### src/asu_regs.svh
// Register indices, field positions, reset values and counts of the unit
`ifndef ASU_REGS_SVH
`define ASU_REGS_SVH
`define ASU_IDX_MODE 3'h0
`define ASU_IDX_BRR 3'h1
`define ASU_IDX_CTRL 3'h2
`define ASU_IDX_TDR 3'h3
`define ASU_IDX_STAT 3'h4
`define ASU_IDX_RDR 3'h5
`define ASU_MODE_RST 8'h00
`define ASU_CTRL_RST 8'h00
`define ASU_BRR_RST 8'hFF
`define ASU_ST_TXE 7
`define ASU_ST_RXF 6
`define ASU_ST_ORUN 5
`define ASU_ST_FERR 4
`define ASU_ST_PERR 3
`define ASU_ST_TDONE 2
`define ASU_ST_MPBR 1
`define ASU_ST_MPBT 0
`define ASU_OVS_LAST 4'hF
`define ASU_MID_PH 4'h7
`define ASU_SYNC_LAST 4'h7
`endif

### src/asu_pkg.sv
// Types shared by the serial unit
package asu_pkg;
  typedef struct packed {
    logic sync;
    logic seven_bit_select;
    logic parity_on;
    logic odd;
    logic two_stop;
    logic multiproc_format;
    logic prescale_sel_hi;
    logic prescale_sel_lo;
  } asu_mode_t;
  typedef struct packed {
    logic tx_empty_irq_en;
    logic rx_irq_en;
    logic transmit_enable;
    logic rx_enable;
    logic rsv;
    logic tx_done_irq_en;
    logic clk_ext_select;
    logic clk_out_enable;
  } asu_ctrl_t;
  typedef enum logic {ASU_TX_IDLE, ASU_TX_RUN} asu_tx_st_t;
  typedef enum logic [1:0] {ASU_RX_IDLE, ASU_RX_START, ASU_RX_DATA}
    asu_rx_st_t;
endpackage

### src/asu_top.sv
// Asynchronous / clock synchronous serial unit with Wishbone registers
// How it works
// - Mode bit 7 picks async framing or clock synchronous operation
// - Async: bit6 seven bits, bit5 parity, bit2 multiproc, bit3 stops
// - Sync: eight data bits only, overrun is the only receive error
// - Async: internal baud or bit clock out, or 16x clock input
// - Sync: internal clock driven out, or external clock taken in
// - Async clock out runs at bit rate, rising mid data bit
// - Line idles high, low start bit opens each character
// - Receiver aligns to start edge, samples on eighth 16x pulse
// - Transmit start, data LSB first, parity/multiproc, stops, mark
// - Independent paths, each with holding plus shift register
// - Transmit disable sets empty flag, resets shifter; rx keeps flags
// - Empty flag low: load shifter, set flag, start, empty irq
// - At frame end reload if data waits, else set done; async line marks
// - Parity generated and checked as even or odd per mode bit
// - Stop bit must be one, only the first one checked
// - Good character goes to holding register, sets full flag
// - Character ending while full sets overrun, data dropped
// - Framing or parity error sets flag, data still transferred
// - Any error flag halts reception until software clears it
// - Error flag with receive irq enable raises error irq
// - Baud tick from 1/4/16/64 prescale and bit rate value plus one
// - Bit rate register resets to all ones, always accessible
//
// Local design decisions: the address map and the Wishbone interface to the registers.
`timescale 1ns/10ps
`include "asu_regs.svh"
module asu_top import asu_pkg::*; (
  input wire logic clk_i,
  input wire logic rst_i,
  input wire logic wb_cyc_i,
  input wire logic wb_stb_i,
  input wire logic wb_we_i,
  input wire logic [4:0] wb_adr_i,
  input wire logic [3:0] wb_sel_i,
  input wire logic [31:0] wb_dat_i,
  output logic [31:0] wb_dat_o,
  output logic wb_ack_o,
  output logic tx_pin_o,
  input wire logic rx_pin_i,
  input wire logic serial_clk_pin_i,
  output logic serial_clk_pin_o,
  output logic serial_clk_pin_oe_o,
  output logic tx_empty_irq_o,
  output logic tx_done_irq_o,
  output logic rx_full_irq_o,
  output logic rx_err_irq_o
);
  asu_mode_t mode_q;
  asu_ctrl_t ctrl_q;
  asu_tx_st_t tx_st_q;
  asu_rx_st_t rx_st_q;
  logic [7:0] bit_rate_reg_q, tx_holding_reg_q, rx_holding_reg_q;
  logic txe_q, rxf_q, orun_q, ferr_q, perr_q, tdone_q, mpbt_q, mpbr_q;
  logic ack_q, req, wr, rd_go;
  logic [2:0] idx;
  logic [31:0] rdat_q;
  logic [16:0] bcnt_q, blim;
  logic int_tick, tick16, s_rise, s_fall, srun, ext, syn;
  logic [2:0] sck_s_q, rxd_s_q;
  logic sck_f_q, rxd_f_q, sck_rise, sck_fall, rx_fall;
  logic [3:0] tph_q, rph_q, tx_left_q, ridx_q;
  logic [11:0] tx_shift_reg_q, rx_shift_reg_q;
  logic tx_line_q, trs_q, tx_adv, tx_load, sck_q, sck_oe_q;
  logic rx_ok, rx_samp, rx_fin, rbit;
  logic [3:0] nd, rlast;
  logic hasp;
  logic [7:0] rdata;
  logic [11:0] ff;
  logic [3:0] fn;

  // Cycles of peripheral clock per 1/16 async bit (1/2 sync bit)
  function automatic logic [16:0] tick_limit(input logic [7:0] n,
                                             input logic [1:0] cks);
    logic [16:0] v;
    v = {9'h000, n} + 17'h00001;
    v = v << {cks, 1'b0};
    tick_limit = (v << 2) - 17'h00001;
  endfunction

  // Async frame bits after the start bit, LSB first, stops as ones
  function automatic logic [15:0] frame_of(input logic [7:0] d,
                                           input asu_mode_t m,
                                           input logic addr_flag_bit);
    logic [11:0] f;
    logic [3:0] n;
    logic p;
    f = 12'hFFF;
    n = m.seven_bit_select ? 4'h7 : 4'h8;
    f[7:0] = m.seven_bit_select ? {1'b1, d[6:0]} : d;
    p = ^(m.seven_bit_select ? {1'b0, d[6:0]} : d) ^ m.odd;
    if (m.multiproc_format) begin
      f[n] = addr_flag_bit;
      n = n + 4'h1;
    end else if (m.parity_on) begin
      f[n] = p;
      n = n + 4'h1;
    end
    n = n + (m.two_stop ? 4'h2 : 4'h1);
    frame_of = {n, f};
  endfunction

  // Wishbone classic slave, one wait state, unmapped reads give zero
  assign req = wb_cyc_i & wb_stb_i;
  assign idx = wb_adr_i[4:2];
  assign wr = req & wb_we_i & ack_q & wb_sel_i[0];
  assign rd_go = req & ~ack_q;
  assign wb_ack_o = ack_q;
  assign wb_dat_o = rdat_q;
  always_ff @(posedge clk_i) begin
    if (rst_i) begin
      ack_q <= 1'b0;
      rdat_q <= 32'h00000000;
    end else begin
      ack_q <= rd_go;
      if (rd_go) begin
        case (idx)
          `ASU_IDX_MODE: rdat_q <= {24'h000000, mode_q};
          `ASU_IDX_BRR: rdat_q <= {24'h000000, bit_rate_reg_q};
          `ASU_IDX_CTRL: rdat_q <= {24'h000000, ctrl_q};
          `ASU_IDX_TDR: rdat_q <= {24'h000000, tx_holding_reg_q};
          `ASU_IDX_STAT: rdat_q <= {24'h000000, txe_q, rxf_q, orun_q,
                                    ferr_q, perr_q, tdone_q, mpbr_q,
                                    mpbt_q};
          `ASU_IDX_RDR: rdat_q <= {24'h000000, rx_holding_reg_q};
          default: rdat_q <= 32'h00000000;
        endcase
      end
    end
  end

  // Configuration registers; bit rate stays writable at all times
  always_ff @(posedge clk_i) begin
    if (rst_i) begin
      mode_q <= `ASU_MODE_RST;
      ctrl_q <= `ASU_CTRL_RST;
      bit_rate_reg_q <= `ASU_BRR_RST;
      tx_holding_reg_q <= 8'h00;
      mpbt_q <= 1'b0;
    end else if (wr) begin
      case (idx)
        `ASU_IDX_MODE: mode_q <= wb_dat_i[7:0];
        `ASU_IDX_BRR: bit_rate_reg_q <= wb_dat_i[7:0];
        `ASU_IDX_CTRL: ctrl_q <= wb_dat_i[7:0];
        `ASU_IDX_TDR: tx_holding_reg_q <= wb_dat_i[7:0];
        `ASU_IDX_STAT: mpbt_q <= wb_dat_i[`ASU_ST_MPBT];
        default: mpbt_q <= mpbt_q;
      endcase
    end
  end

  // Baud generator; free runs so the tick grid stays regular
  assign blim = tick_limit(bit_rate_reg_q, {mode_q.prescale_sel_hi,
                                            mode_q.prescale_sel_lo});
  // At or past the limit, so a smaller divisor never strands the count
  assign int_tick = (bcnt_q >= blim);
  always_ff @(posedge clk_i) begin
    if (rst_i || int_tick) begin
      bcnt_q <= 17'h00000;
    end else begin
      bcnt_q <= bcnt_q + 17'h00001;
    end
  end

  // Pin synchronisers: a change counts once stages two and three agree
  always_ff @(posedge clk_i) begin
    if (rst_i) begin
      sck_s_q <= 3'h7;
      rxd_s_q <= 3'h7;
      sck_f_q <= 1'b1;
      rxd_f_q <= 1'b1;
    end else begin
      sck_s_q <= {sck_s_q[1:0], serial_clk_pin_i};
      rxd_s_q <= {rxd_s_q[1:0], rx_pin_i};
      if (sck_s_q[1] == sck_s_q[2]) sck_f_q <= sck_s_q[2];
      if (rxd_s_q[1] == rxd_s_q[2]) rxd_f_q <= rxd_s_q[2];
    end
  end
  assign sck_rise = (sck_s_q[1] == sck_s_q[2]) & sck_s_q[2] & ~sck_f_q;
  assign sck_fall = (sck_s_q[1] == sck_s_q[2]) & ~sck_s_q[2] & sck_f_q;
  assign rx_fall = (rxd_s_q[1] == rxd_s_q[2]) & ~rxd_s_q[2] & rxd_f_q;

  // Clock source selection for both modes
  assign syn = mode_q.sync;
  assign ext = ctrl_q.clk_ext_select;
  assign tick16 = ~syn & (ext ? sck_rise : int_tick);
  assign srun = (tx_st_q == ASU_TX_RUN) | (rx_ok & ~rxf_q & syn);
  assign s_rise = syn & (ext ? sck_rise : (srun & int_tick & ~tph_q[0]));
  assign s_fall = syn & (ext ? sck_fall : (srun & int_tick & tph_q[0]));
  assign tx_adv = syn ? (s_fall & trs_q) : (tick16 & tph_q == `ASU_OVS_LAST);

  // Bit phase: 16 ticks per async bit, half periods in sync mode
  always_ff @(posedge clk_i) begin
    if (rst_i) begin
      tph_q <= 4'h0;
    end else if (syn) begin
      // Last fall of a character parks the clock high, no stray pulse
      if (ext || !srun || (tx_adv && tx_left_q == 4'h1 && !tx_load)) begin
        tph_q <= 4'h1;
      end else if (int_tick) begin
        tph_q <= {3'h0, ~tph_q[0]};
      end
    end else if (tick16) begin
      tph_q <= tph_q + 4'h1;
    end
  end

  // Clock pin: async out high over the second half of each bit
  always_ff @(posedge clk_i) begin
    if (rst_i) begin
      sck_q <= 1'b1;
      sck_oe_q <= 1'b0;
    end else begin
      sck_oe_q <= ~ext & (syn | ctrl_q.clk_out_enable);
      sck_q <= syn ? tph_q[0] : tph_q[3];
    end
  end
  assign serial_clk_pin_o = sck_q;
  assign serial_clk_pin_oe_o = sck_oe_q;

  // Transmitter; async loads only on a bit boundary of the phase grid
  assign tx_load = ctrl_q.transmit_enable & ~txe_q &
                   (syn ? (tx_st_q == ASU_TX_IDLE ||
                           (tx_adv && tx_left_q == 4'h1))
                        : tx_adv && (tx_st_q == ASU_TX_IDLE ||
                                     tx_left_q == 4'h1));
  assign {fn, ff} = frame_of(tx_holding_reg_q, mode_q, mpbt_q);
  always_ff @(posedge clk_i) begin
    if (rst_i || !ctrl_q.transmit_enable) begin
      tx_st_q <= ASU_TX_IDLE;
      tx_line_q <= 1'b1;
      tx_shift_reg_q <= 12'hFFF;
      tx_left_q <= 4'h0;
      trs_q <= 1'b0;
    end else begin
      if (s_rise) trs_q <= 1'b1;
      if (tx_load && syn) begin
        tx_st_q <= ASU_TX_RUN;
        tx_line_q <= tx_holding_reg_q[0];
        tx_shift_reg_q <= {5'h1F, tx_holding_reg_q[7:1]};
        tx_left_q <= 4'h8;
        trs_q <= 1'b0;
      end else if (tx_load) begin
        tx_st_q <= ASU_TX_RUN;
        tx_line_q <= 1'b0;
        tx_shift_reg_q <= ff;
        tx_left_q <= fn + 4'h1;
      end else if (tx_adv && tx_st_q == ASU_TX_RUN) begin
        trs_q <= 1'b0;
        if (tx_left_q == 4'h1) begin
          tx_st_q <= ASU_TX_IDLE;
          if (!syn) tx_line_q <= 1'b1;
        end else begin
          tx_line_q <= tx_shift_reg_q[0];
          tx_shift_reg_q <= {1'b1, tx_shift_reg_q[11:1]};
          tx_left_q <= tx_left_q - 4'h1;
        end
      end
    end
  end
  assign tx_pin_o = tx_line_q;

  // Transmit flags: hardware set wins over a software clear
  always_ff @(posedge clk_i) begin
    if (rst_i) begin
      txe_q <= 1'b1;
      tdone_q <= 1'b1;
    end else begin
      if (!ctrl_q.transmit_enable || tx_load) begin
        txe_q <= 1'b1;
      end else if (wr && idx == `ASU_IDX_STAT &&
                   !wb_dat_i[`ASU_ST_TXE]) begin
        txe_q <= 1'b0;
      end
      if (tx_adv && tx_st_q == ASU_TX_RUN && tx_left_q == 4'h1 &&
          !tx_load) begin
        tdone_q <= 1'b1;
      end else if (tx_load || (wr && idx == `ASU_IDX_STAT &&
                               !wb_dat_i[`ASU_ST_TDONE])) begin
        tdone_q <= 1'b0;
      end
    end
  end

  // Receive format decode
  assign nd = (mode_q.seven_bit_select && !syn) ? 4'h7 : 4'h8;
  assign hasp = ~syn & (mode_q.multiproc_format | mode_q.parity_on);
  assign rlast = syn ? `ASU_SYNC_LAST : nd + {3'h0, hasp};
  assign rx_ok = ctrl_q.rx_enable & ~(orun_q | ferr_q | perr_q);
  assign rbit = rxd_f_q;
  assign rx_samp = syn ? (s_rise && rx_st_q == ASU_RX_DATA)
                       : (tick16 && rph_q == `ASU_MID_PH &&
                          rx_st_q != ASU_RX_IDLE);
  assign rx_fin = rx_samp && rx_st_q == ASU_RX_DATA && ridx_q == rlast;
  always_comb begin
    rdata = rx_shift_reg_q[7:0];
    if (nd == 4'h7) rdata[7] = 1'b0;
  end

  // Receive sequencer; leaving receive enable keeps all flags
  always_ff @(posedge clk_i) begin
    if (rst_i || !rx_ok) begin
      rx_st_q <= ASU_RX_IDLE;
      rph_q <= 4'h0;
      ridx_q <= 4'h0;
      rx_shift_reg_q <= 12'h000;
    end else begin
      if (tick16) rph_q <= rph_q + 4'h1;
      case (rx_st_q)
        ASU_RX_IDLE: begin
          ridx_q <= 4'h0;
          if (syn) begin
            rx_st_q <= ASU_RX_DATA;
          end else if (rx_fall) begin
            rph_q <= 4'h0;
            rx_st_q <= ASU_RX_START;
          end
        end
        ASU_RX_START: begin
          if (rx_samp) rx_st_q <= rbit ? ASU_RX_IDLE : ASU_RX_DATA;
        end
        ASU_RX_DATA: begin
          if (rx_samp) begin
            rx_shift_reg_q[ridx_q] <= rbit;
            ridx_q <= ridx_q + 4'h1;
            if (rx_fin) begin
              ridx_q <= 4'h0;
              if (!syn) rx_st_q <= ASU_RX_IDLE;
            end
          end
        end
        default: rx_st_q <= ASU_RX_IDLE;
      endcase
    end
  end

  // Receive checks and flags; a hardware set beats a software clear
  logic pbad, fbad;
  assign pbad = hasp & ~mode_q.multiproc_format &
                ((^rdata ^ rx_shift_reg_q[nd]) != mode_q.odd);
  assign fbad = ~syn & ~rbit;
  always_ff @(posedge clk_i) begin
    if (rst_i) begin
      rxf_q <= 1'b0;
      orun_q <= 1'b0;
      ferr_q <= 1'b0;
      perr_q <= 1'b0;
      mpbr_q <= 1'b0;
      rx_holding_reg_q <= 8'h00;
    end else begin
      if (wr && idx == `ASU_IDX_STAT) begin
        if (!wb_dat_i[`ASU_ST_RXF]) rxf_q <= 1'b0;
        if (!wb_dat_i[`ASU_ST_ORUN]) orun_q <= 1'b0;
        if (!wb_dat_i[`ASU_ST_FERR]) ferr_q <= 1'b0;
        if (!wb_dat_i[`ASU_ST_PERR]) perr_q <= 1'b0;
      end
      if (rx_fin) begin
        if (rxf_q) begin
          orun_q <= 1'b1;
        end else begin
          rx_holding_reg_q <= rdata;
          mpbr_q <= mode_q.multiproc_format & rx_shift_reg_q[nd];
          if (fbad) ferr_q <= 1'b1;
          if (pbad && !syn) perr_q <= 1'b1;
          if (!fbad && !pbad) rxf_q <= 1'b1;
        end
      end
    end
  end

  // Interrupt requests are levels, flag gated by enable
  assign tx_empty_irq_o = txe_q & ctrl_q.tx_empty_irq_en;
  assign tx_done_irq_o = tdone_q & ctrl_q.tx_done_irq_en;
  assign rx_full_irq_o = rxf_q & ctrl_q.rx_irq_en;
  assign rx_err_irq_o = (orun_q | ferr_q | perr_q) &
                        ctrl_q.rx_irq_en;
endmodule

### config.mk
export PLATFORM = sky130hd
export DESIGN_NAME = asu_top
export DESIGN_NICKNAME = d
export VERILOG_FILES = /design/src/asu_pkg.sv /design/src/asu_top.sv
export VERILOG_INCLUDE_DIRS = /design/src
export SDC_FILE = /design/constraint.sdc
export NUM_CORES = 1
export LEC_CHECK = 0
export ABC_AREA = 1
export ABC_CLOCK_PERIOD_IN_PS = 5900
export BUFFER_PORTS_ARGS = -buffer_cell sky130_fd_sc_hd__buf_2
export CORE_MARGIN = 10
export CORE_UTILIZATION = 50
export CTS_CLUSTER_DIAMETER = 40
export DETAILED_ROUTE_END_ITERATION = 10
export PLACE_DENSITY_LB_ADDON = 0.3
export SYNTH_ARGS = -nofsm -noshare
export SYNTH_HDL_FRONTEND = slang
export SYNTH_SLANG_ARGS = --single-unit
### constraint.sdc
create_clock -name clk_i -period 5.9 [get_ports clk_i]
set_input_delay 1.18 -clock clk_i [delete_from_list [all_inputs] [get_ports clk_i]]
set_output_delay 1.18 -clock clk_i [all_outputs]
set_load 0.02 [all_outputs]
# Word level (Yosys, flattened, before mapping)
# Cells that the tools add are included.
[word_totals]
register_bits = 153
wordCells = 295
[classes]
add_sub_neg = 11
magnitude_cmp = 6
n_eq_ne = 24
shift = 1
muxes = 86
n_bitwise = 54
n_reduce_logical = 65
[op_table]
columns = ["op", "n"]
rows = [
  ["4-bit 2-to-1 mux", 19],
  ["12-bit 2-to-1 mux", 5],
  ["8-bit case mux with 6 select lines", 1],
  ["1-bit 2-to-1 mux", 42],
  ["12-bit bitwise mux", 3],
  ["1-bit AND", 34],
  ["2-bit AND reduction", 13],
  ["4-bit by 1-bit adder with 4-bit output, second input constant", 5],
  ["1-bit logical AND", 20],
  ["17-bit by 1-bit adder with 17-bit output, second input constant", 1],
  ["17-bit >= comparator", 1],
  ["17-bit by 1-bit subtractor with 17-bit output, second input constant", 1],
  ["2-bit 2-to-1 mux", 8],
  ["8-bit 2-to-1 mux", 2],
  ["8-bit parity", 2],
  ["4-bit by 5-bit less-than comparator with 1-bit output, second input constant", 3],
  ["9-bit by 3-bit << shifter with 15-bit output", 1],
  ["1-bit inverter", 13],
  ["2-bit != test, second input constant", 5],
  ["8-bit by 1-bit adder with 9-bit output, second input constant", 1],
  ["1-bit logical NOT", 9],
  ["1-bit logical OR", 9],
  ["1-bit demux with 4-bit select", 2],
  ["4-bit by 3-bit == test with 1-bit output, second input constant", 2],
  ["30 further kinds", 45],
]

# Depth between registers and ports, before layout
# Gate-level depths: netlist of run 1.
[depth]
ltp_word = 22
mapped_depth = 35
ltp_nobuf = 34

# Least setup slack after synthesis of run 1
# OpenSTA, ideal clock, no wires.
[synth_path]
path_type = "reg2reg"
startpoint = "register bit_rate_reg_q[0]"
endpoint = "register tx_shift_reg_q[1]"
t_arrival_ns = 3.671
required_ns = 5.783
slack_ns = 2.111
path_stages_with_launch = 32
n_path_buf = 1
synth_period_minus_slack_ns = 3.789
cell_sequence = "dfxtp_1 > ha_1 > nand2_1 > nor2_2 > xor2_1 > mux2i_1 > nand2_1 > o21ai_0 > nand4_2 > nor2_2 > nand3_2 > nor3_2 > xnor2_1 > ha_1 > a21o_1 > nor2_1 > o21ai_1 > nor2_1 > nand3_2 > nand3_1 > nand2_1 > nand2_1 > nand2_1 > nand2_1 > nand2_2 > nand2_4 > nand2_1 > nand2_1 > buf_4 > nand2_1 > nand2_1 > nand2_1"
[synth_between]
elab_chain_cells = 17
[synth_rtl]
columns = ["item", "line_no", "rtl"]
rows = [
  ["start, declared", "asu_top.sv:54", "logic [7:0] bit_rate_reg_q, tx_holding_reg_q, rx_holding_reg_q;"],
  ["start signal, assigned", "asu_top.sv:138", "bit_rate_reg_q <= `ASU_BRR_RST;"],
  ["start signal, assigned", "asu_top.sv:144", "`ASU_IDX_BRR: bit_rate_reg_q <= wb_dat_i[7:0];"],
  ["8-bit by 1-bit adder with 9-bit output (*)", "asu_top.sv:77", "v = {9'h000, n} + 17'h00001;"],
  ["9-bit by 3-bit << shifter with 15-bit output (*)", "asu_top.sv:78", "v = v << {cks, 1'b0};"],
  ["17-bit by 1-bit subtractor with 17-bit output (*)", "asu_top.sv:79", "tick_limit = (v << 2) - 17'h00001;"],
  ["17-bit >= comparator (*)", "asu_top.sv:157", "assign int_tick = (bcnt_q >= blim);"],
  ["1-bit AND (2 in a row)", "asu_top.sv:190", "assign s_fall = syn & (ext ? sck_fall : (srun & int_tick & tph_q[0]));"],
  ["1-bit 2-to-1 mux", "asu_top.sv:190", ""],
  ["1-bit AND", "asu_top.sv:190", ""],
  ["1-bit AND", "asu_top.sv:191", "assign tx_adv = syn ? (s_fall & trs_q) : (tick16 & tph_q == `ASU_OVS_LAST);"],
  ["1-bit 2-to-1 mux (*)", "asu_top.sv:191", ""],
  ["1-bit logical AND", "asu_top.sv:225", "(tx_adv && tx_left_q == 4'h1))"],
  ["1-bit logical OR", "asu_top.sv:224", "(syn ? (tx_st_q == ASU_TX_IDLE ||"],
  ["1-bit 2-to-1 mux", "asu_top.sv:224", ""],
  ["1-bit AND", "asu_top.sv:223", "assign tx_load = ctrl_q.transmit_enable & ~txe_q &"],
  ["1-bit logical AND", "asu_top.sv:238", "if (tx_load && syn) begin"],
  ["3-bit by 2-bit != test with 1-bit output (no line) / 3-bit nonzero test (equally long branches)", "--", ""],
  ["2-bit AND reduction (no line)", "--", ""],
  ["end signal, assigned", "asu_top.sv:241", "tx_shift_reg_q <= {5'h1F, tx_holding_reg_q[7:1]};"],
  ["end signal, assigned", "asu_top.sv:256", "tx_shift_reg_q <= {1'b1, tx_shift_reg_q[11:1]};"],
  ["end, declared", "asu_top.sv:64", "logic [11:0] tx_shift_reg_q, rx_shift_reg_q;"],
]
# Mark *: on every way between the ends. The rest lies on a longest branch, timed or not.
# A chain may end at the register's enable or synchronous reset.

# Final worst setup path of run 1
[layout_path]
startpoint = "register bit_rate_reg_q[0]"
endpoint = "register tx_line_q (netlist: tx_pin_o)"
[layout_between]
elab_chain_cells = 17
[layout_rtl]
columns = ["item", "line_no", "rtl"]
rows = [
  ["8-bit by 1-bit adder with 9-bit output (*)", "asu_top.sv:77", ""],
  ["9-bit by 3-bit << shifter with 15-bit output (*)", "asu_top.sv:78", ""],
  ["17-bit by 1-bit subtractor with 17-bit output (*)", "asu_top.sv:79", ""],
  ["17-bit >= comparator (*)", "asu_top.sv:157", ""],
  ["1-bit AND (2 in a row)", "asu_top.sv:190", ""],
  ["1-bit 2-to-1 mux", "asu_top.sv:190", ""],
  ["1-bit AND", "asu_top.sv:190", ""],
  ["1-bit AND", "asu_top.sv:191", ""],
  ["1-bit 2-to-1 mux (*)", "asu_top.sv:191", ""],
  ["1-bit logical AND", "asu_top.sv:225", ""],
  ["1-bit logical OR", "asu_top.sv:224", ""],
  ["1-bit 2-to-1 mux", "asu_top.sv:224", ""],
  ["1-bit AND", "asu_top.sv:223", ""],
  ["1-bit logical AND", "asu_top.sv:238", ""],
  ["4-bit by 3-bit != test with 1-bit output (no line) / 3-bit nonzero test (equally long branches)", "--", ""],
  ["2-bit AND reduction (no line)", "--", ""],
  ["end signal, assigned", "asu_top.sv:240", "tx_line_q <= tx_holding_reg_q[0];"],
  ["end signal, assigned", "asu_top.sv:255", "tx_line_q <= tx_shift_reg_q[0];"],
  ["end, declared", "asu_top.sv:65", "logic tx_line_q, trs_q, tx_adv, tx_load, sck_q, sck_oe_q;"],
]
# Marks and branches as above.

==> results of run 1 <==
==> through the flow <==
step / cell area, sq um / worst slack [ns] / total power, mW
after floorplan: 7380 / 2.11 / 0.932
after global placement: 7480 / 0.874 / 0.948
after detailed placement: 7480 / 0.793 / 0.949
after CTS: 8040 / 0.731 / 1.92
after global routing: 8040 / 0.00608 / 1.97
final: 8040 / 0.708 / 1.91
==> flip-flops by register name, indices dropped and copies added (netlist names), 8 cells and up <==
signal / cells
bcnt_q: 17
bit_rate_reg_q: 8
rx_shift_reg_q: 9
wb_dat_o: 8
rx_holding_reg_q: 8
tx_shift_reg_q: 9
tx_holding_reg_q: 8
==> where the power goes <==
part	total, mW	switching [mW]	internal [mW]
clock	0.980	0.386	0.595
combinational	0.0863	0.0631	0.0232
sequential	0.847	0.00711	0.840
==> worst max-delay path by stage <==
stage                                  from           endpoint  slack (ns)  depth (start not counted)
final                     bit_rate_reg_q[0]           tx_pin_o        0.71                         30
after global routing      bit_rate_reg_q[0]           tx_pin_o       0.006                         30
after CTS                 bit_rate_reg_q[0]  tx_shift_reg_q[4]        0.73                         30
after detailed placement  bit_rate_reg_q[0]  tx_shift_reg_q[4]        0.79                         28
after global placement    bit_rate_reg_q[0]           tx_pin_o        0.87                         28
after floorplan           bit_rate_reg_q[0]  tx_shift_reg_q[1]        2.11                         31
==> cells by family (layout without fill, tap and decap cells) <==
group           Yosys count  in the layout
flops                   123            123
xor+xnor                 47             47
buf+inv                 167            182
compound gates          186            186
fa+ha+maj                35             35
mux                       3              3
other cells               1             24
simple gates            467            467
==> critical path, delay by kind of cell, from the launching register on <==
family	cells	cell delay, ns
adders and majority gates	2	0.48
DFF	1	0.45
xor gates and xnor gates	2	0.27
and+or+nand+nor	22	3.17
muxes	1	0.20
AOI/OAI and AO/OA	3	0.49
==> layout by cell type (no fill, tap or decap), types with 5 or more instances in the layout <==
| cell | synthesis | routed |
|---|---|---|
| nor2_2 | 6 | 6 |
| xnor2_1 | 14 | 14 |
| a21oi_1 | 59 | 59 |
| nor2_1 | 113 | 113 |
| or2_2 | 5 | 5 |
| nand4_1 | 21 | 21 |
| buf_2 | 8 | 34 |
| nand3_1 | 56 | 56 |
| o21ai_1 | 5 | 5 |
| nor3_1 | 12 | 12 |
| nor3b_1 | 7 | 7 |
| a221oi_1 | 7 | 7 |
| o211ai_1 | 10 | 10 |
| nand3_2 | 5 | 5 |
| clkbuf_16 | 0 | 17 |
| a41oi_1 | 5 | 5 |
| conb_1 | 1 | 24 |
| o21ai_0 | 73 | 73 |
| nand2_1 | 221 | 221 |
| ha_1 | 34 | 34 |
| inv_1 | 104 | 104 |
| xor2_1 | 33 | 33 |
| inv_2 | 5 | 5 |
| nand2_2 | 8 | 8 |
| clkinvlp_4 | 0 | 7 |
| dfxtp_1 | 123 | 123 |
==> metal layers <==
layer  wire [microns]  share of wire  GRT usage  vias up
li1                 -              -          -     3398
met1             8380           0.47      0.245     3008
met2             8070           0.45      0.270      192
met3             1210          0.068     0.0423       18
met4              304          0.017     0.0614        0
met5                0              0          0        -
==> layout make-up <==
type	count	area (sq um)
clock buffers	20	457
clock inverters	11	97.6
fillers	1381	6390
inverters	113	424
multi-input cells	762	4160
flip-flops and latches	123	2460
well taps	184	230
repair buffers	38	200
==> results.md, run 1 <==
- Worst Hold Class: reg -> reg
- Worst hold stages: 1
- Worst reg2reg endpoint: tx_pin_o
- Count leader, synth: nand2_1
- Post-synthesis sequential area ratio: 0.338
- Cells after Synth: 1029
- I/O pin cnt: 88
- Max Transition Viols Final: 0
- RSZ-0062 raised after global routing: false
- Final cell count without fillers: 1251
- Cell Area, Synth: 7290 sq um
- Start of the worst register-to-register path: bit_rate_reg_q[0]
- Starting Density: 0.505
- Tcrit/Tclk final: 0.880
- Multiplexer area fraction after synthesis: 0.00584
- Clock skew: approximately 0.0086 ns
- Compound-Gate Fraction of Synth Area: 0.150
- Adder-cell share of the synthesized area: 0.0611
- PD cells: between 200 and 250 nW/um^2
- Wirelength per Cell: 14.4 microns
- Vias in the first global route: a little under 6000
- Fmax: 0.193 GHz
- Area Growth Syn to Fin: 10.2%
- Rel. slew slack: 0.349
- Drc violations: 0
- Util after Layout: 0.557
- Drt total wl: 18000 microns
- Async set-reset flop share out of synthesis: 0
- Netlist cell types: 52
- Core Rows: 44
- Avg Synthesized Cell Area: 7.08 sq um
- Root buffer cell: clkbuf_16
- Share of layout cells above drive strength 1: 0.110
- Top cell by count, worst path: nand2_1
- Number of synthesis warnings: 0
- Seq cells post-synth: 123
- Setup_tns: 0 ns
- Final Setup Violations: 0
- Max VDD drop: 0.220 mV
- Final Hold Fails: 0
- Die area: 19800 sq um
- Post-CTS Setup Bufs: 0
- Static Leak: roughly 3.7 nW
- CTS tree: yes
- Dpl hpwl: between 10000 and 15000 microns
- Cts hold-fix bufs: 0
- Commonest cells post-synth: nand2_1 (221), dfxtp_1 (123), nor2_1 (113)
- Crit end category: flip-flop
- # diodes: 0
- Crit start category: flip-flop
- Chip Width: 141 microns
- Worst-Margin Slew: about 0.97 ns
- Cts repair resizes: 0
- Reg2reg path depth: 30
- Placeable Area: ~14000 sq um
- Simple-gate share of the synthesized area: 0.285
- Placed insts: 1220
- Crit-path max FO: 25
- Vias per inst: 5.29
- Iter 0 DRT Violations: 440
- Status: completed
- XOR/XNOR Fraction of Synth Area: 0.0565
- Area share of the largest cell type after synthesis: 0.338
- HP Start: rxd_s_q[0]
- CP arrival: about 5.5 ns
- Clock Latency Late Sink: 0.42 ns
- Post-route ant nets: 0
- CP Class: reg -> reg
- R2R Setup Slk: slightly above 0.7 ns
- GR Util All Layers: 0.179
- Vias: 6616
- Routability cong.: 0.906
- CTS Buffer Depth: 2
- CP max stage cell: dfxtp_1
- CP Data Required Time: just over 6 ns
- Max_cap viols: 0
- Initial antenna violation count: 0
- Min cycle time layout: 5.19 ns
- Largest net degree at the start of global routing: 42
- Clock Sinks: between 100 and 150
- Die height: 141 microns
- Nets: 1138
- CP max stage delay: between 0.4 and 0.5 ns
- # H-tree levels: 4
- Grt total ovfl: 0
- Post-synth top area cell: dfxtp_1
- Largest family of logic cells by synthesized area: simple AND/OR/NAND/NOR gates
- Detailed Routing Iterations Pass 1: 5
- Post-synth top flop: dfxtp_1
- Clock-pin slew on the worst setup and hold paths: 0.06 ns
- Hold Crit Endpoint: rxd_s_q[1]
- Hold_ws: between 0.4 and 0.5 ns
- First-pass GRT wire length: 29700 microns
- CTS Buf Count: 17
- EDFF count, synth: 0
- Buffers on Ports: 34
- Top cells by area, synth: dfxtp_1 (34%), nand2_1 (11%), ha_1 (5.8%), nor2_1 (5.8%), inv_1 (5.4%)
(Power assumes the default switching activity.)
==> run 2: changes to the inputs <==
==> constraint.sdc (replaced) <==
create_clock -name clk_i -period 5.9 [get_ports clk_i]
set_input_delay 0.885 -clock clk_i [delete_from_list [all_inputs] [get_ports clk_i]]
set_output_delay 0.885 -clock clk_i [all_outputs]
set_load 0.02 [all_outputs]
==> run 2 against run 1 <==
First-iteration DRC count grew 1.1%. Worst setup slack improved by 0.026 ns. Sequential power about the same. Largest cell class unchanged. Largest power group unchanged.
==> results.md, run 2 (same netlist as run 1, synthesis figures left out) <==
- Iter 0 DRT Violations: 445
- Core Rows: 44
- Most frequent cells in the layout: nand2_1 (220), dfxtp_1 (123), nor2_1 (113), inv_1 (104), o21ai_0 (73)
- Grt total ovfl: 0
- Drt total wl: 18100 microns
- CP max stage cell: dfxtp_1
- Hold_ws: slightly above 0.4 ns
- Max VDD drop: 0.236 mV
- CTS Buf Count: 17
- CTS tree: yes
- Vias: 6592
- Drc violations: 0
- Setup_tns: 0 ns
- Top delay family on crit path: simple AND/OR/NAND/NOR gates
- Starting Density: 0.505
- Clock skew: 0.0105 ns
- Die height: 141 microns
- Wirelength per Cell: 14.5 microns
- Dpl hpwl: ~13000 microns
- Clock Sinks: 123
- Regs by FF count: bcnt_q x17, rx_shift_reg_q x9, tx_shift_reg_q x9
- Share of layout cells above drive strength 1: 0.110
- Root buffer cell: clkbuf_16
- Vias in the first global route: approximately 6000
- Final Hold Fails: 0
- Placeable Area: 14400 sq um
- Clock Latency Late Sink: approximately 0.43 ns
- Die area: ~20000 sq um
- PD cells: ~250 nW/um^2
- Fmax: 0.194 GHz
- Routability cong.: slightly above 0.9
- CP bufs+invs: 0
- Largest reg by FF count: bcnt_q
- Largest net degree at the start of global routing: 42
- Crit end category: flip-flop
- Max reg flops: 17
- CP max stage delay: 0.46 ns
- Vias per inst: 5.28
- Rel. slew slack: 0.406
- Tcrit/Tclk final: 0.876
- Crit start category: flip-flop
- # diodes: 0
- Worst Hold Class: reg -> reg
- I/O pin cnt: 88
- Static Leak: about 3.7 nW
- CTS Buffer Depth: 2
- Clock-pin slew on the worst setup and hold paths: roughly 0.050 ns
- Chip Width: around 140 microns
- RSZ-0062 raised after global routing: false
- CP Data Required Time: 6.20 ns
- Top cell by count, worst path: nand2_1
- Crit-path max FO: 25
- Commonest non-fill, non-tap cell in the layout: nand2_1
- Status: completed
- GR Util All Layers: 0.182
- First-pass GRT wire length: 30000 microns
- Max_cap viols: 0
- Total Power: 2.06 mW
- Nets: 1138
- Detailed Routing Iterations Pass 1: 5
- Buffers on Ports: 34
- Area Growth Syn to Fin: 11.3%
- CP Class: reg -> reg
- Worst-Margin Slew: between 0.8 and 0.9 ns
- # H-tree levels: 4
- Initial antenna violation count: 0
- Max Transition Viols Final: 0
- Min cycle time layout: 5.17 ns
- Post-route ant nets: 0
- CP arrival: roughly 5.5 ns
- Final Setup Violations: 0
## run 2: cell types whose count changed in the layout (fill, tap and decap cells not counted), sizes merged
cell	before	now
clkinvlp	7	1
bufinv	1	4
clkbuf	20	22
clkinv	7	6
## run 2: layer usage
layer | vias up | part of all wire | global-route usage
met4 | 0 | 0.016 | 0.0543
met3 | 21 | 0.068 | 0.0487
met1 | 2974 | 0.47 | 0.246
met5 | - | 0 | 0
li1 | 3398 | - | -
met2 | 199 | 0.45 | 0.278
## run 2: final timing paths
| kind | slack [ns] | end | depth (start not counted) | start |
|---|---|---|---|---|
| worst max-delay path | 0.73 | tx_pin_o | 30 | bit_rate_reg_q[0] |
| worst min-delay path | 0.41 | sck_s_q[1] | 1 | sck_s_q[0] |
| worst max register to register | 0.73 | tx_pin_o | 30 | bit_rate_reg_q[0] |
| worst min register to register | 0.41 | sck_s_q[1] | 1 | sck_s_q[0] |
## run 2: stage by stage
stage / util / instance area [sq um] / cells / worst slack (ns)
4_1_cts: 0.562 / 8110 / 1249 / 0.604
5_1_grt: 0.563 / 8120 / 1249 / 0.141
2_1_floorplan: - / 7380 / 1052 / 2.11
6_report: 0.563 / 8120 / 1249 / 0.734
3_3_place_gp: 0.519 / 7480 / 1220 / 0.866
3_5_place_dp: 0.519 / 7480 / 1220 / 0.757
## run 2: where the power goes
group / internal, mW / leakage (nW) / switching, mW
sequential: 0.840 / 0.995 / 0.00697
clock: 0.754 / 0.310 / 0.373
combinational: 0.0232 / 2.44 / 0.0634
total: 1.62 / 3.75 / 0.443
## run 2: cell type report
cell class	count	area, sq um
sequential	123	2460
clock inverter	7	138
inverter	113	424
timing repair buffer	38	200
fill	1424	6310
tap	184	230
multi-input combinational	762	4170
clock buffer	22	494
## run 2: what timing repair did
| item | 4_1_cts | 5_1_grt |
|---|---|---|
| buffers inserted | 0 | 0 |
| hold buffers | 0 | 0 |
| setup endpoints to repair | 0 | 1 |
| gates resized for setup | 0 | 1 |
